$ cat src/rtl/tsf_pkg.sv
/*
  Constants for the temperature sample FIFO and its interrupt enables:
  register offsets, bit positions, reset values and widths.
  Assumes the register port is driven by a serial-bus engine on clk_sys.
*/
// Operation
// - almost-full flag reaches alert only while enable bit 7 is set.
// - sample-ready flag reaches alert only while enable bit 6 is set.
// - falling-rate flag reaches alert only while enable bit 5 is set.
// - rising-rate flag reaches alert only while enable bit 4 is set.
// - low-alarm flag reaches alert only while enable bit 3 is set.
// - high-alarm flag reaches alert only while enable bit 2 is set.
// - six-bit write index, reset zero, advances per pushed sample, wraps.
// - six-bit read index, reset zero, advances per popped sample.
// - full FIFO drops new or oldest sample per overwrite policy bit.
// - six-bit lost sample count saturates at its maximum, never wraps.
// - seven-bit fill level reports stored samples, resets to zero.
// - read-only data port at 0x08 pops samples, resets to zero.
// - enable bits read and write, reset zero, bits 1 and 0 unused.
// - almost-full raised when free space equals threshold, threshold resets 0x1F.
// - self-clearing flush empties FIFO and zeroes both indices and fill level.
// - every status flag clears on status read; almost-full and ready also on data read with option.
// - power-on flag drives alert regardless of the enable register.
package tsf_pkg;
  localparam int        TSF_PTR_W        = 6;
  localparam int        TSF_LOST_W       = 6;
  localparam int        TSF_THR_W        = 6;

  localparam logic [7:0] TSF_ADDR_STATUS = 8'h00;
  localparam logic [7:0] TSF_ADDR_IRQ_EN = 8'h02;
  localparam logic [7:0] TSF_ADDR_WR_IDX = 8'h04;
  localparam logic [7:0] TSF_ADDR_RD_IDX = 8'h05;
  localparam logic [7:0] TSF_ADDR_LOST   = 8'h06;
  localparam logic [7:0] TSF_ADDR_FILL   = 8'h07;
  localparam logic [7:0] TSF_ADDR_DATA   = 8'h08;
  localparam logic [7:0] TSF_ADDR_CFG1   = 8'h09;
  localparam logic [7:0] TSF_ADDR_CFG2   = 8'h0a;

  // status and enable bit positions
  localparam int TSF_BIT_AFULL = 7;
  localparam int TSF_BIT_RDY   = 6;
  localparam int TSF_BIT_FALL  = 5;
  localparam int TSF_BIT_RISE  = 4;
  localparam int TSF_BIT_LOW   = 3;
  localparam int TSF_BIT_HIGH  = 2;
  localparam int TSF_BIT_PWR   = 0;

  // configuration 2 bit positions
  localparam int TSF_CFG_FLUSH   = 4;
  localparam int TSF_CFG_STATCLR = 3;
  localparam int TSF_CFG_AFTYPE  = 2;
  localparam int TSF_CFG_OVWR    = 1;

  localparam logic [7:0] TSF_STATUS_RST  = 8'h01;
  localparam logic [7:0] TSF_IRQ_EN_RST  = 8'h00;
  localparam logic [7:0] TSF_IRQ_EN_MASK = 8'hfc;
  localparam logic [7:0] TSF_CFG2_MASK   = 8'h0e;
  localparam logic [7:0] TSF_CFG2_RST    = 8'h00;
  localparam logic [5:0] TSF_THR_RST     = 6'h1f;
  localparam logic [7:0] TSF_DATA_RST    = 8'h00;
endpackage : tsf_pkg

$ cat src/rtl/tsf_skid_buf.sv
/*
  Two-entry buffer with valid and ready on both sides.
  Assumes both sides run on clk_sys; out_data comes straight from a flop.
*/
`timescale 1ns/1ns
module tsf_skid_buf #(
  parameter int WIDTH = 8
) (
  input  wire logic             clk_sys,
  input  wire logic             rst_b,
  input  wire logic             in_valid,
  output logic                  in_ready,
  input  wire logic [WIDTH-1:0] in_data,
  output logic                  out_valid,
  input  wire logic             out_ready,
  output logic      [WIDTH-1:0] out_data
);
  initial
  begin
    if (WIDTH < 1)
      $error("tsf_skid_buf: WIDTH must be at least 1");
  end

  typedef struct packed {
    logic [WIDTH-1:0] slot0;
    logic [WIDTH-1:0] slot1;
    logic [1:0]       used;
  } tsf_buf_state_t;

  tsf_buf_state_t state_ff;
  tsf_buf_state_t nxt_state;

  // ready looks only at occupancy, so no path runs from out_ready to in_ready
  assign in_ready  = (state_ff.used != 2'h2);
  assign out_valid = (state_ff.used != 2'h0);
  assign out_data  = state_ff.slot0;

  always_comb
  begin
    nxt_state = state_ff;
    if (out_valid && out_ready)
    begin
      nxt_state.slot0 = state_ff.slot1;
      nxt_state.used  = state_ff.used - 2'h1;
    end
    if (in_valid && in_ready)
    begin
      if (nxt_state.used == 2'h0)
        nxt_state.slot0 = in_data;
      else
        nxt_state.slot1 = in_data;
      nxt_state.used = nxt_state.used + 2'h1;
    end
  end

  always_ff @(posedge clk_sys or negedge rst_b)
  begin
    if (!rst_b)
      state_ff <= '0;
    else
      state_ff <= nxt_state;
  end
endmodule : tsf_skid_buf

$ cat src/rtl/tsf_sample_fifo.sv
/*
  Sample FIFO, status flags and interrupt enables of the temperature sensor.
  Assumes the serial-bus engine issues one-cycle reg_wr_en / reg_rd_en pulses
  on clk_sys, and that conversion logic delivers samples and events on clk_sys.
*/
`timescale 1ns/1ns
module tsf_sample_fifo
  import tsf_pkg::*;
#(
  parameter int PTR_W = TSF_PTR_W
) (
  input  wire logic       clk_sys,
  input  wire logic       rst_b,
  input  wire logic [7:0] reg_addr,
  input  wire logic       reg_wr_en,
  input  wire logic       reg_rd_en,
  input  wire logic [7:0] reg_wdata,
  output logic      [7:0] reg_rdata,
  output logic            reg_rvalid,
  input  wire logic       sample_valid,
  output logic            sample_ready,
  input  wire logic [7:0] sample_data,
  input  wire logic       rise_rate_evt,
  input  wire logic       fall_rate_evt,
  input  wire logic       low_alarm_evt,
  input  wire logic       high_alarm_evt,
  output logic            irq_alert
);
  localparam int DEPTH = 1 << PTR_W;
  localparam int CNT_W = PTR_W + 1;
  localparam logic [CNT_W-1:0] FULL_CNT = CNT_W'(DEPTH);

  initial
  begin
    if (PTR_W < 2 || PTR_W > TSF_THR_W)
      $error("tsf_sample_fifo: PTR_W must lie in 2..6");
  end

  typedef struct packed {
    logic [DEPTH-1:0][7:0]   mem;
    logic [PTR_W-1:0]        write_index;
    logic [PTR_W-1:0]        read_index;
    logic [TSF_LOST_W-1:0]   lost_sample_count;
    logic [CNT_W-1:0]        fill;
    logic [7:0]              data_port;
    logic [7:0]              status;
    logic [7:0]              irq_en;
    logic [TSF_THR_W-1:0]    afull_thr;
    logic [7:0]              cfg2;
    logic [7:0]              rdata;
    logic                    rvalid;
  } tsf_state_t;

  tsf_state_t state_ff;
  tsf_state_t nxt_state;

  logic       buf_valid;
  logic       buf_ready;
  logic [7:0] buf_data;
  logic       rd_status;
  logic       pop_req;
  logic       flush_req;
  logic       push_go;
  logic       pop_go;
  logic       fifo_full;
  logic       fifo_empty;
  logic       overwrite_policy;
  logic       clear_flags_on_data_read;

  tsf_skid_buf #(
    .WIDTH (8)
  ) u_in_buf (
    .clk_sys   (clk_sys),
    .rst_b     (rst_b),
    .in_valid  (sample_valid),
    .in_ready  (sample_ready),
    .in_data   (sample_data),
    .out_valid (buf_valid),
    .out_ready (buf_ready),
    .out_data  (buf_data)
  );

  assign rd_status  = reg_rd_en && (reg_addr == TSF_ADDR_STATUS);
  assign pop_req    = reg_rd_en && (reg_addr == TSF_ADDR_DATA);
  assign flush_req  = reg_wr_en && (reg_addr == TSF_ADDR_CFG2) && reg_wdata[TSF_CFG_FLUSH];
  assign fifo_full  = (state_ff.fill == FULL_CNT);
  assign fifo_empty = (state_ff.fill == '0);
  assign pop_go     = pop_req && !fifo_empty;
  // a push waits one cycle behind a host pop or flush; the buffer absorbs it
  assign buf_ready  = !pop_req && !flush_req;
  assign push_go    = buf_valid && buf_ready;
  assign overwrite_policy         = state_ff.cfg2[TSF_CFG_OVWR];
  assign clear_flags_on_data_read = state_ff.cfg2[TSF_CFG_STATCLR];

  always_comb
  begin
    logic [CNT_W-1:0] free_after;
    free_after = '0;
    nxt_state  = state_ff;
    nxt_state.rvalid = reg_rd_en;

    if (pop_go)
    begin
      nxt_state.data_port  = state_ff.mem[state_ff.read_index];
      nxt_state.read_index = state_ff.read_index + 1'b1;
      nxt_state.fill       = state_ff.fill - 1'b1;
    end

    if (push_go)
    begin
      if (!fifo_full || overwrite_policy)
      begin
        nxt_state.mem[state_ff.write_index] = buf_data;
        nxt_state.write_index = state_ff.write_index + 1'b1;
      end
      if (!fifo_full)
        nxt_state.fill = state_ff.fill + 1'b1;
      else
      begin
        if (overwrite_policy)
          nxt_state.read_index = state_ff.read_index + 1'b1;
        if (state_ff.lost_sample_count != '1)
          nxt_state.lost_sample_count = state_ff.lost_sample_count + 1'b1;
      end
    end

    if (flush_req)
    begin
      nxt_state.write_index = '0;
      nxt_state.read_index  = '0;
      nxt_state.fill        = '0;
    end

    // clears first, so an event in the same cycle wins
    if (rd_status)
      nxt_state.status = 8'h00;
    if (pop_req && clear_flags_on_data_read)
    begin
      nxt_state.status[TSF_BIT_AFULL] = 1'b0;
      nxt_state.status[TSF_BIT_RDY]   = 1'b0;
    end
    free_after = FULL_CNT - nxt_state.fill;
    if (push_go && (free_after == CNT_W'(state_ff.afull_thr)))
      nxt_state.status[TSF_BIT_AFULL] = 1'b1;
    if (push_go)
      nxt_state.status[TSF_BIT_RDY] = 1'b1;
    if (fall_rate_evt)
      nxt_state.status[TSF_BIT_FALL] = 1'b1;
    if (rise_rate_evt)
      nxt_state.status[TSF_BIT_RISE] = 1'b1;
    if (low_alarm_evt)
      nxt_state.status[TSF_BIT_LOW] = 1'b1;
    if (high_alarm_evt)
      nxt_state.status[TSF_BIT_HIGH] = 1'b1;

    if (reg_wr_en)
    begin
      case (reg_addr)
        TSF_ADDR_IRQ_EN: nxt_state.irq_en    = reg_wdata & TSF_IRQ_EN_MASK;
        TSF_ADDR_CFG1:   nxt_state.afull_thr = reg_wdata[TSF_THR_W-1:0];
        TSF_ADDR_CFG2:   nxt_state.cfg2      = reg_wdata & TSF_CFG2_MASK;
        default:         nxt_state.cfg2      = state_ff.cfg2;
      endcase
    end

    nxt_state.rdata = 8'h00;
    if (reg_rd_en)
    begin
      case (reg_addr)
        TSF_ADDR_STATUS: nxt_state.rdata = state_ff.status;
        TSF_ADDR_IRQ_EN: nxt_state.rdata = state_ff.irq_en;
        TSF_ADDR_WR_IDX: nxt_state.rdata = 8'(state_ff.write_index);
        TSF_ADDR_RD_IDX: nxt_state.rdata = 8'(state_ff.read_index);
        TSF_ADDR_LOST:   nxt_state.rdata = 8'(state_ff.lost_sample_count);
        TSF_ADDR_FILL:   nxt_state.rdata = 8'(state_ff.fill);
        TSF_ADDR_DATA:   nxt_state.rdata = nxt_state.data_port;
        TSF_ADDR_CFG1:   nxt_state.rdata = 8'(state_ff.afull_thr);
        TSF_ADDR_CFG2:   nxt_state.rdata = state_ff.cfg2;
        default:         nxt_state.rdata = 8'h00;
      endcase
    end
  end

  always_ff @(posedge clk_sys or negedge rst_b)
  begin
    if (!rst_b)
    begin
      state_ff           <= '0;
      state_ff.status    <= TSF_STATUS_RST;
      state_ff.irq_en    <= TSF_IRQ_EN_RST;
      state_ff.afull_thr <= TSF_THR_RST;
      state_ff.cfg2      <= TSF_CFG2_RST;
      state_ff.data_port <= TSF_DATA_RST;
    end
    else
      state_ff <= nxt_state;
  end

  // flag n passes only with enable bit n
  // power-on flag bypasses the enables; bits 1:0 of irq_en are always zero
  assign irq_alert  = |(state_ff.status & state_ff.irq_en)
                    | state_ff.status[TSF_BIT_PWR];
  assign reg_rdata  = state_ff.rdata;
  assign reg_rvalid = state_ff.rvalid;
endmodule : tsf_sample_fifo

$ cat config.mk
export PLATFORM = sky130hd
export DESIGN_NAME = tsf_sample_fifo
export DESIGN_NICKNAME = d
export VERILOG_FILES = /design/src/rtl/tsf_pkg.sv /design/src/rtl/tsf_skid_buf.sv /design/src/rtl/tsf_sample_fifo.sv
export SDC_FILE = /design/constraint.sdc
export NUM_CORES = 1
export LEC_CHECK = 0
export ABC_AREA = 1
export BUFFER_PORTS_ARGS = -buffer_cell sky130_fd_sc_hd__buf_2
export CAP_MARGIN = 20
export CORE_MARGIN = 2
export CORE_UTILIZATION = 40
export DETAILED_ROUTE_END_ITERATION = 8
export PLACE_DENSITY_LB_ADDON = 0.2
export SYNTH_ARGS = -nofsm -noshare
export SYNTH_HDL_FRONTEND = slang
export SYNTH_SLANG_ARGS = --single-unit
$ cat constraint.sdc
create_clock -name clk_sys -period 4 [get_ports clk_sys]
set_clock_uncertainty 0.15 [all_clocks]
set_input_delay 0.4 -clock clk_sys [delete_from_list [all_inputs] [get_ports clk_sys]]
set_output_delay 0.4 -clock clk_sys [all_outputs]
set_load 0.02 [all_outputs]
==> Word-level counts from Yosys, hierarchy flattened <==
Cells that the tools add are included.
W data, S select, Z words.
{ "op_classes": {"n_addsub": 8, "magnitude_cmp": 3, "eq_ne": 12, "muxes": 30, "bitwise": 3, "reduce_logical": 36} }
{ "ops": {"columns": ["op", "count"], "rows": [
  ["$bwmux W512", 1],
  ["$pmux W8 S9", 1],
  ["$mux W8", 7],
  ["$bmux W8 S6", 1],
  ["$demux W8 S6", 1],
  ["$eq A8 B3 Y1 const B", 4],
  ["$mux W25", 1],
  ["$eq A8 B4 Y1 const B", 3],
  ["$mux W12", 2],
  ["$mux W6", 4],
  ["$add A6 B1 Y6 const B", 3],
  ["$mux W18", 1],
  ["$mux W15", 1],
  ["$lt A6 B7 Y1 const B", 2],
  ["$mux W7", 2],
  ["$reduce_bool A2 Y1", 7],
  ["$reduce_and A2 Y1", 6],
  ["$logic_and A1 B1 Y1", 11],
  ["$and A8 B8 Y8", 1],
  ["$eq A8 B2 Y1 const B", 1],
  ["$logic_not A8 Y1", 1],
  ["$reduce_or A8 Y1", 1],
  ["$add A7 B1 Y7 const B", 1],
  ["$eq A7 B6 Y1", 1],
  ["other kinds (18)", 28]
]} }
{ "word_totals": {"reg_bits": 594, "inputBits": 33, "output_inout_bits": 11, "word_cells": 176} }

==> Depth between registers and ports, before layout <==
Gate-level depths: netlist of run 1.
{ "depth": {"word_depth": 12, "mapped_depth": 20, "mapped_depth_nobuf": 20} }

==> Hierarchy <==
Synthesis of run 1 repeated with hierarchy kept, for this count alone.
{ "hier_totals": {"cells_unflattened": 3467, "area_unflattened_um2": 28650.0} }
{ "modules_own_cells": {"columns": ["module", "n_inst", "cells_per_inst", "area_each_um2"], "rows": [
  ["tsf_sample_fifo", 1, 3329, 27629.0],
  ["tsf_skid_buf", 1, 138, 1021.0]
]} }

==> Least setup slack after synthesis of run 1 <==
Ideal clock, no wire load.
{ "synth_path": {"path_kind": "reg-to-reg", "from": "register state_ff[47] in the netlist's numbering", "to": "register state_ff[38] in the netlist's numbering", "t_arrival_ps": 2628, "required_time_ps": 3785, "slack_ps": 1157, "path_stages_with_launch": 19, "synth_period_minus_slack_ps": 2843, "cell_sequence": "dfrtp_1 inv_1 ha_1 nand3_1 nor3_1 inv_1 nand3_1 nand2_1 nand2_1 nand3_1 ha_1 xor2_1 nor2_1 nand3_1 nor2_1 nand3_1 nor2_1 nand2_1 nand2_1"} }
{ "synth_between": {"elab_chain_len": 11} }
{ "synth_rtl": {"columns": ["item", "line_no", "text"], "rows": [
  ["from (decl)", "tsf_sample_fifo.sv:54", "tsf_state_t state_ff;"],
  ["from (signal assigned)", "tsf_sample_fifo.sv:196", "state_ff <= nxt_state;"],
  ["branches (longest 5 deep; another with $sub A7 B1 Y7)", null, null],
  ["$mux W25 (*)", "tsf_sample_fifo.sv:109", "if (push_go)"],
  ["$mux W7 (*)", "tsf_sample_fifo.sv:127", "if (flush_req)"],
  ["$sub A7 B7 Y7 (*)", "tsf_sample_fifo.sv:142", "free_after = FULL_CNT - nxt_state.fill;"],
  ["$eq A7 B6 Y1 (*)", "tsf_sample_fifo.sv:143", "if (push_go && (free_after == CNT_W'(state_ff.afull_thr)))"],
  ["$logic_and A1 B1 Y1 (*)", "tsf_sample_fifo.sv:143", null],
  ["$reduce_bool A3 Y1 (no line) / $mux W1 (equally long branches)", null, null]
]} }
Every way passes the cells marked *. The select of a mux whose other input is x is not followed.
A chain may end at the register's enable or synchronous reset.

==> Worst setup path after layout of run 1 <==
Same ends and word-level chain as after synthesis.

==> impl_metrics.tcl, run 1 <==
set metrics [dict create \
    postRouteAntennaNets 0 \
    ys_seq_elements 594 \
    final_common_cell "nand2_1" \
    tritoncts "built" \
    grt_overflow_total 0 \
    drive_gt1_share_pct 8.77 \
    post-dp-hpwl_um 50800 \
    worstMarginPinSlew_ps 1120 \
    drv_cap 0 \
    drt-total-wl_um 81900 \
    p_per_area_nw_per_um2 724 \
    hold_path.class "input port to flop" \
    synth.distinct_cells 48 \
    fmax_mhz 282 \
    nFillCells 6534 \
    grt_max_degree 109 \
    grt_usage_pct 23.4 \
    layout_common_cells "nand2_1, o21ai_0, dfrtp_1" \
    wl_met3_um 5450 \
    dpl_worst_slack_ps 261 \
    wl_met1_um 37500 \
    slew_viol_final 0 \
    finalHoldViolations 0 \
    setup_viol 0 \
    power.total_mw 22.3 \
    synth.top_cell.area_share_pct 54.1 \
    design_area_um2 30800 \
    clk_pin_slew_ps 60 \
    top_layer "met5" \
    drc_errors 0 \
    die_w_um 265 \
    area_growth_pct 13.3 \
    fin_crit_sh_pct 88.8 \
    r2r-start "state_ff[47]" \
    synth-edff-count 0 \
    grt_pass1_vias 22064 \
    port-buffer-count 43 \
    crit_path_start "state_ff[47]" \
    setup_ws_ps 448 \
    syn_avg_cell_area_um2 8.47 \
    fin_nets 3241 \
    yosys.area.top_type "dfrtp_1" \
    power.leakage_nw 14.1 \
    root_buffer "clkbuf_16" \
    grt_pass1_wl_um 129000 \
    yosysWarnings 0 \
    clockBufferDepth 3 \
    gp_congestion 0.879 \
    syn-num-nets 3256 \
    synth.top_cells.by_area "dfrtp_1, o21ai_0, nand2_1" \
    avgRoutedWirePerCell_um 19.9 \
    synthFlopType "dfrtp_1" \
    num_antenna_cells 0 \
    maxSlewHeadroom_pct 25.2 \
    min_period_ps 3550 \
    clock_latency_ps 610 \
    viasPerCell 5.59 \
    ys_seq_area_share_pct 54.7 \
    synth_area_um2 27200 \
    dr_total_vias 23059 \
    outcome "complete, no violations" \
    irDropWorstVdd_mv 0.503 \
    rsz0062_at_grt "no" \
    crit_fanout 9 \
    syn_inst 3214 \
    start_kind "flop" \
    critPathArrivalTime_ps 3940 \
    first_iter_violations 2209 \
    htreeDepth 3 \
    end_kind "flop" \
    antenna_found_initial 1 \
    cts_buffers 66 \
    io_pins 44 \
    async_reset_ff_share_pct 100 \
    wl_met2_um 37000 \
    required_ps 4390 \
    core-area_um2 67300 \
    die_h_um 265 \
    crit_type "flop to flop" \
    tns_ps 0 \
    placed_area_um2 28300 \
    dieArea_um2 70100 \
    start_util_pct 40.4 \
    std_cell_rows 95 \
    clock-sinks 594 \
    hold_start "reg_wr_en" \
    firstDrtPassIters 5 \
]
==> critical path, stage by stage (launching register included) <==
cell	delay, ps
dfrtp_1	450
inv_1	220
ha_1	220
nand3_1	150
nor3_1	380
inv_1	210
nand3_1	320
nand3_1	190
nand3_1	170
ha_1	240
xnor2_1	160
inv_1	70
nand4_1	90
nand3_1	80
nor2_1	100
nand3_1	100
nor2_1	90
nand2_1	50
nand2_1	50
==> where the power goes <==
| part | switching, mW | leakage (nW) | internal, mW |
|---|---|---|---|
| clock | 2.52 | 1.09 | 3.60 |
| combinational | 4.55 | 5.17 | 2.19 |
| sequential | 1.29 | 7.84 | 8.18 |
==> layer usage <==
layer | up-vias | GRT usage (%)
met5 | - | 0
met4 | 2 | 6.40
met3 | 120 | 3.96
met2 | 794 | 36.6
met1 | 11330 | 33.7
li1 | 10813 | -
==> Yosys cell counts (4+ instances only) <==
| master | n |
|---|---|
| clkinv_1 | 9 |
| buf_1 | 8 |
| xnor2_1 | 5 |
| buf_4 | 8 |
| clkbuf_1 | 156 |
| dfstp_2 | 6 |
| dfrtp_1 | 588 |
| o22ai_1 | 65 |
| nor4_4 | 6 |
| o221ai_1 | 36 |
| nand4_1 | 12 |
| buf_2 | 62 |
| a21oi_1 | 71 |
| and2_1 | 5 |
| ha_1 | 9 |
| o211ai_1 | 54 |
| nand2_1 | 847 |
| inv_1 | 87 |
| nand3_1 | 64 |
| or2_2 | 12 |
| nor2_1 | 251 |
| xor2_1 | 11 |
| o21ai_0 | 757 |
| a211oi_1 | 4 |
| nor3_1 | 15 |
| mux2i_1 | 32 |
==> logic make-up after synthesis <==
kind of cell,count (synthesis),share of synthesized area [%]
buf+inv,332,5.00
xor+xnor,16,0.515
compound gates,1009,20.2
fa+ha+maj,9,0.414
flops,594,54.7
simple gates,1219,17.9
mux,35,1.30
==> final cells by class <==
| cell class | instances | area [um2] | area share, % |
|---|---|---|---|
| Multi-Input combinational cell | 2288 | 11000 | 35.6 |
| Clock inverter | 21 | 199 | 0.645 |
| Tap cell | 873 | 1090 | 3.54 |
| Clock buffer | 98 | 1990 | 6.47 |
| Inverter | 97 | 369 | 1.20 |
| Sequential cell | 594 | 14900 | 48.3 |
| Timing Repair Buffer | 152 | 1310 | 4.26 |
==> flip-flops by register name (all words and copies together), names as in the netlist <==
register,flops
state_ff,565
clear_flags_on_data_read,1
reg_rvalid,1
u_in_buf.out_data,8
reg_rdata,8
u_in_buf.state_ff,10
overwrite_policy,1
==> path summary, 6_finish.rpt <==
check	to	slack, ps	depth (start not counted)
worst max-delay path	state_ff[38]	450	18
worst min-delay path	overwrite_policy	100	3
worst max register to register	state_ff[38]	450	18
worst min register to register	state_ff[185]	330	2
max in group asynchronous	state_ff[405]	2330	3
min in group asynchronous	state_ff[78]	370	2
==> per-stage QoR <==
stage                     utilization [%]  hold WS (ps)  std cells
after floorplan                         -         -45.6       3214
after global placement               42.1           311       3975
after detailed placement             42.1           318       3977
after CTS                            45.7          65.3       4119
after global routing                 45.8           117       4123
final                                45.8           101       4123
==> timing repair <==
item,4_1_cts,5_1_grt
setup endpoints to repair,0,56
gates resized for setup,0,1
buffers inserted,0,3
hold buffers,23,0
endpoints found under the hold margin,134,0
Note: power is estimated with default switching activity, not from simulation.
==> run 2, diff against run 1 <==
--- a/config.mk
+++ b/config.mk
@@ -14,4 +14,5 @@
 export PLACE_DENSITY_LB_ADDON = 0.2
 export SYNTH_ARGS = -nofsm -noshare
 export SYNTH_HDL_FRONTEND = slang
+export SYNTH_HIERARCHICAL = 1
 export SYNTH_SLANG_ARGS = --single-unit
==> run 2 against run 1 <==
Net effect: combinational power increased by 24%; core utilization decreased by 0.86 points; synthesized cell count increased by 7.9%; hold slack got worse by 59 ps; sequential power about the same; die area increased by 5.2%; via count increased by 1.2%; register-to-register slack improved by 380 ps; final area increased by 3.9%; critical path type unchanged; largest cell class unchanged.
==> impl_metrics.tcl, run 2 <==
set metrics [dict create \
    grt_max_degree 170 \
    clk_pin_slew_ps 60 \
    min_path_cells 4 \
    grt_busiest_layer "met2" \
    io_pins 44 \
    grt_use_met2_pct 37.2 \
    setup_ws_ps 833 \
    maxSlewHeadroom_pct 29.5 \
    reg2reg_setup_slack_ps 830 \
    clock-sinks 594 \
    grt_pass1_wl_um 137000 \
    use_met1_pct 34.5 \
    nFillCells 7067 \
    min_period_ps 3170 \
    fin_nets 3482 \
    fin_crit_sh_pct 79.2 \
    die_h_um 272 \
    postRouteAntennaNets 0 \
    avgRoutedWirePerCell_um 19.9 \
    die_w_um 272 \
    switching_share_pct 39.6 \
    port-buffer-count 43 \
    std_cell_rows 98 \
    synth_area_um2 28600 \
    critPathArrivalTime_ps 3540 \
    drive_gt1_share_pct 10.2 \
    power.leakage_nw 14.7 \
    hold_end "u_in_buf/state_ff[1]" \
    fin_util_pct 45.0 \
    slowest_stage "buf_4" \
    dieArea_um2 73800 \
    reg2regPathDepth 12 \
    p_per_area_nw_per_um2 750 \
    htreeDepth 3 \
    regMostFlops "state_ff" \
    setup_viol 0 \
    cp_cell_sequence "buf_4 -> o21ai_0 -> o21ai_0 -> nand2_1 -> o211ai_1 -> nand3_1 -> o21ai_0 -> nand2_1 -> nand3_1 -> and2_1 -> nand2_1 -> a21oi_1" \
    syn-num-nets 3509 \
    gp_congestion 0.891 \
    end_kind "flop" \
    layout_common_cells "dfrtp_1, nand2_1, a21oi_1" \
    firstDrtPassIters 6 \
    reg_top3 "state_ff: 565 flops, u_in_buf/state_ff: 10 flops" \
    area_growth_pct 11.8 \
    clkPwrFrac_pct 25.9 \
    viasPerCell 5.26 \
    synthFlopType "dfrtp_1" \
    cts_buffers 68 \
    ys_seq_elements 594 \
    tns_ps 0 \
    synth.top_cell.area_share_pct 51.4 \
    slew_viol_final 0 \
    crit_fanout 90 \
    start_util_pct 40.2 \
    timing.rr.end "reg_rdata[7]" \
    drt-total-wl_um 88400 \
    num_antenna_cells 0 \
    synth_most_common_cell "dfrtp_1" \
    dpl_worst_slack_ps 866 \
    cts_resized 0 \
    dr_total_vias 23345 \
    seq_power_share_pct 39.3 \
    clock_latency_ps 600 \
    synth_commonest_cells "dfrtp_1, nand2_1, a21oi_1, o21ai_0, nor2_1" \
    grt_pass1_vias 22164 \
    largest_reg_flops 565 \
    antenna_found_initial 0 \
    worstMarginPinSlew_ps 1060 \
    synth.distinct_cells 59 \
    hold_path.class "input port to flop" \
    syn_avg_cell_area_um2 8.26 \
    synth-edff-count 0 \
    slowest_delay_ps 740 \
    synth.top_cells.by_area "dfrtp_1, a21oi_1, o21ai_0" \
    post_cts_buffers 0 \
    seqCellArea_um2 14900 \
    grt_use_met3_pct 3.63 \
    drc_errors 0 \
    power_switching_mw 9.50 \
    multiInputGateArea_um2 11300 \
    tritoncts "built" \
    root_buffer "clkbuf_16" \
    async_reset_ff_share_pct 100 \
    yosys.area.top_type "dfrtp_1" \
    syn_inst 3467 \
    first_iter_violations 2122 \
    start_kind "flop" \
    crit_type "flop to flop" \
    yosysWarnings 6 \
    outcome "complete, no violations" \
    p_comb_share_pct 34.8 \
    r2r-start "state_ff[60]" \
    grt_usage_pct 24.0 \
    p_int_mw 14.5 \
    required_ps 4370 \
    core-area_um2 71200 \
    grt_overflow_total 0 \
    drv_cap 0 \
    rsz0062_at_grt "no" \
    clockBufferDepth 3 \
    ys_seq_area_share_pct 51.9 \
    finalHoldViolations 0 \
    final_common_cell "dfrtp_1" \
    post-dp-hpwl_um 55500 \
    hold_start "sample_valid" \
    irDropWorstVdd_mv 0.486 \
    fmax_mhz 316 \
]
## run 2: critical path: cells and delay by family, from the launching register on
kind	cells	cell delay, ps
AOI/OAI and AO/OA	5	950
buffers and inverters	1	740
DFF	1	490
and+or+nand+nor	6	710
## run 2: power groups by stage
stage               Combinational [mW]  Sequential [mW]  Clock [mW]
detailed placement                8.23             9.52           0
global route                      9.29             9.69        6.59
CTS                               8.27             9.42        6.36
finish                            8.35             9.44        6.23
floorplan                         5.70             9.16           0
global placement                  8.12             9.46           0
## run 2: routing by layer
layer  vias up  wire, um
met3       136      5100
li1      11348         -
met1     11220     40700
met4         0      2630
met5         -         0
met2       641     40000
## run 2: cell families after synthesis
kind of cell	count (synthesis)	synth area share [%]
xor gates and xnor gates	12	0.367
AOI/OAI and AO/OA	1121	20.6
buffers and inverters	546	8.60
muxes	8	0.284
and+or+nand+nor	1177	17.9
DFF	594	51.9
adders and majority gates	9	0.393
## run 2: repair_timing
action,CTS,global route
endpoints found under the hold margin,109,0
hold buffers,22,0
endpoints found under the setup margin,0,0
## run 2: worst max path at each step
stage                            start            end  cells after the start
after floorplan           state_ff[47]   state_ff[38]                     19
after global placement     reg_addr[3]  state_ff[417]                     14
after detailed placement   reg_addr[3]  state_ff[422]                     14
after CTS                 state_ff[60]   reg_rdata[7]                     12
after global routing      state_ff[47]   state_ff[38]                     20
final                     state_ff[60]   reg_rdata[7]                     12
## run 2: final cells by class
| type | instances | share of cell area, % |
|---|---|---|
| clock buffer | 102 | 6.37 |
| multi-input combinational | 2327 | 35.3 |
| tap | 950 | 3.71 |
| inverter | 305 | 3.69 |
| clock inverter | 17 | 0.523 |
| timing repair buffer | 144 | 3.92 |
| sequential | 594 | 46.5 |
## run 2: through the flow
stage               power [mW]  cell area [um2]  instances  hold WS (ps)
finish                    24.0            32000       4439          41.6
global route              25.6            32000       4439          77.6
CTS                       24.1            32000       4436          15.0
detailed placement        17.7            29600       4295           303
global placement          17.6            29500       4294           302
floorplan                 14.9            28700       3467         -45.6
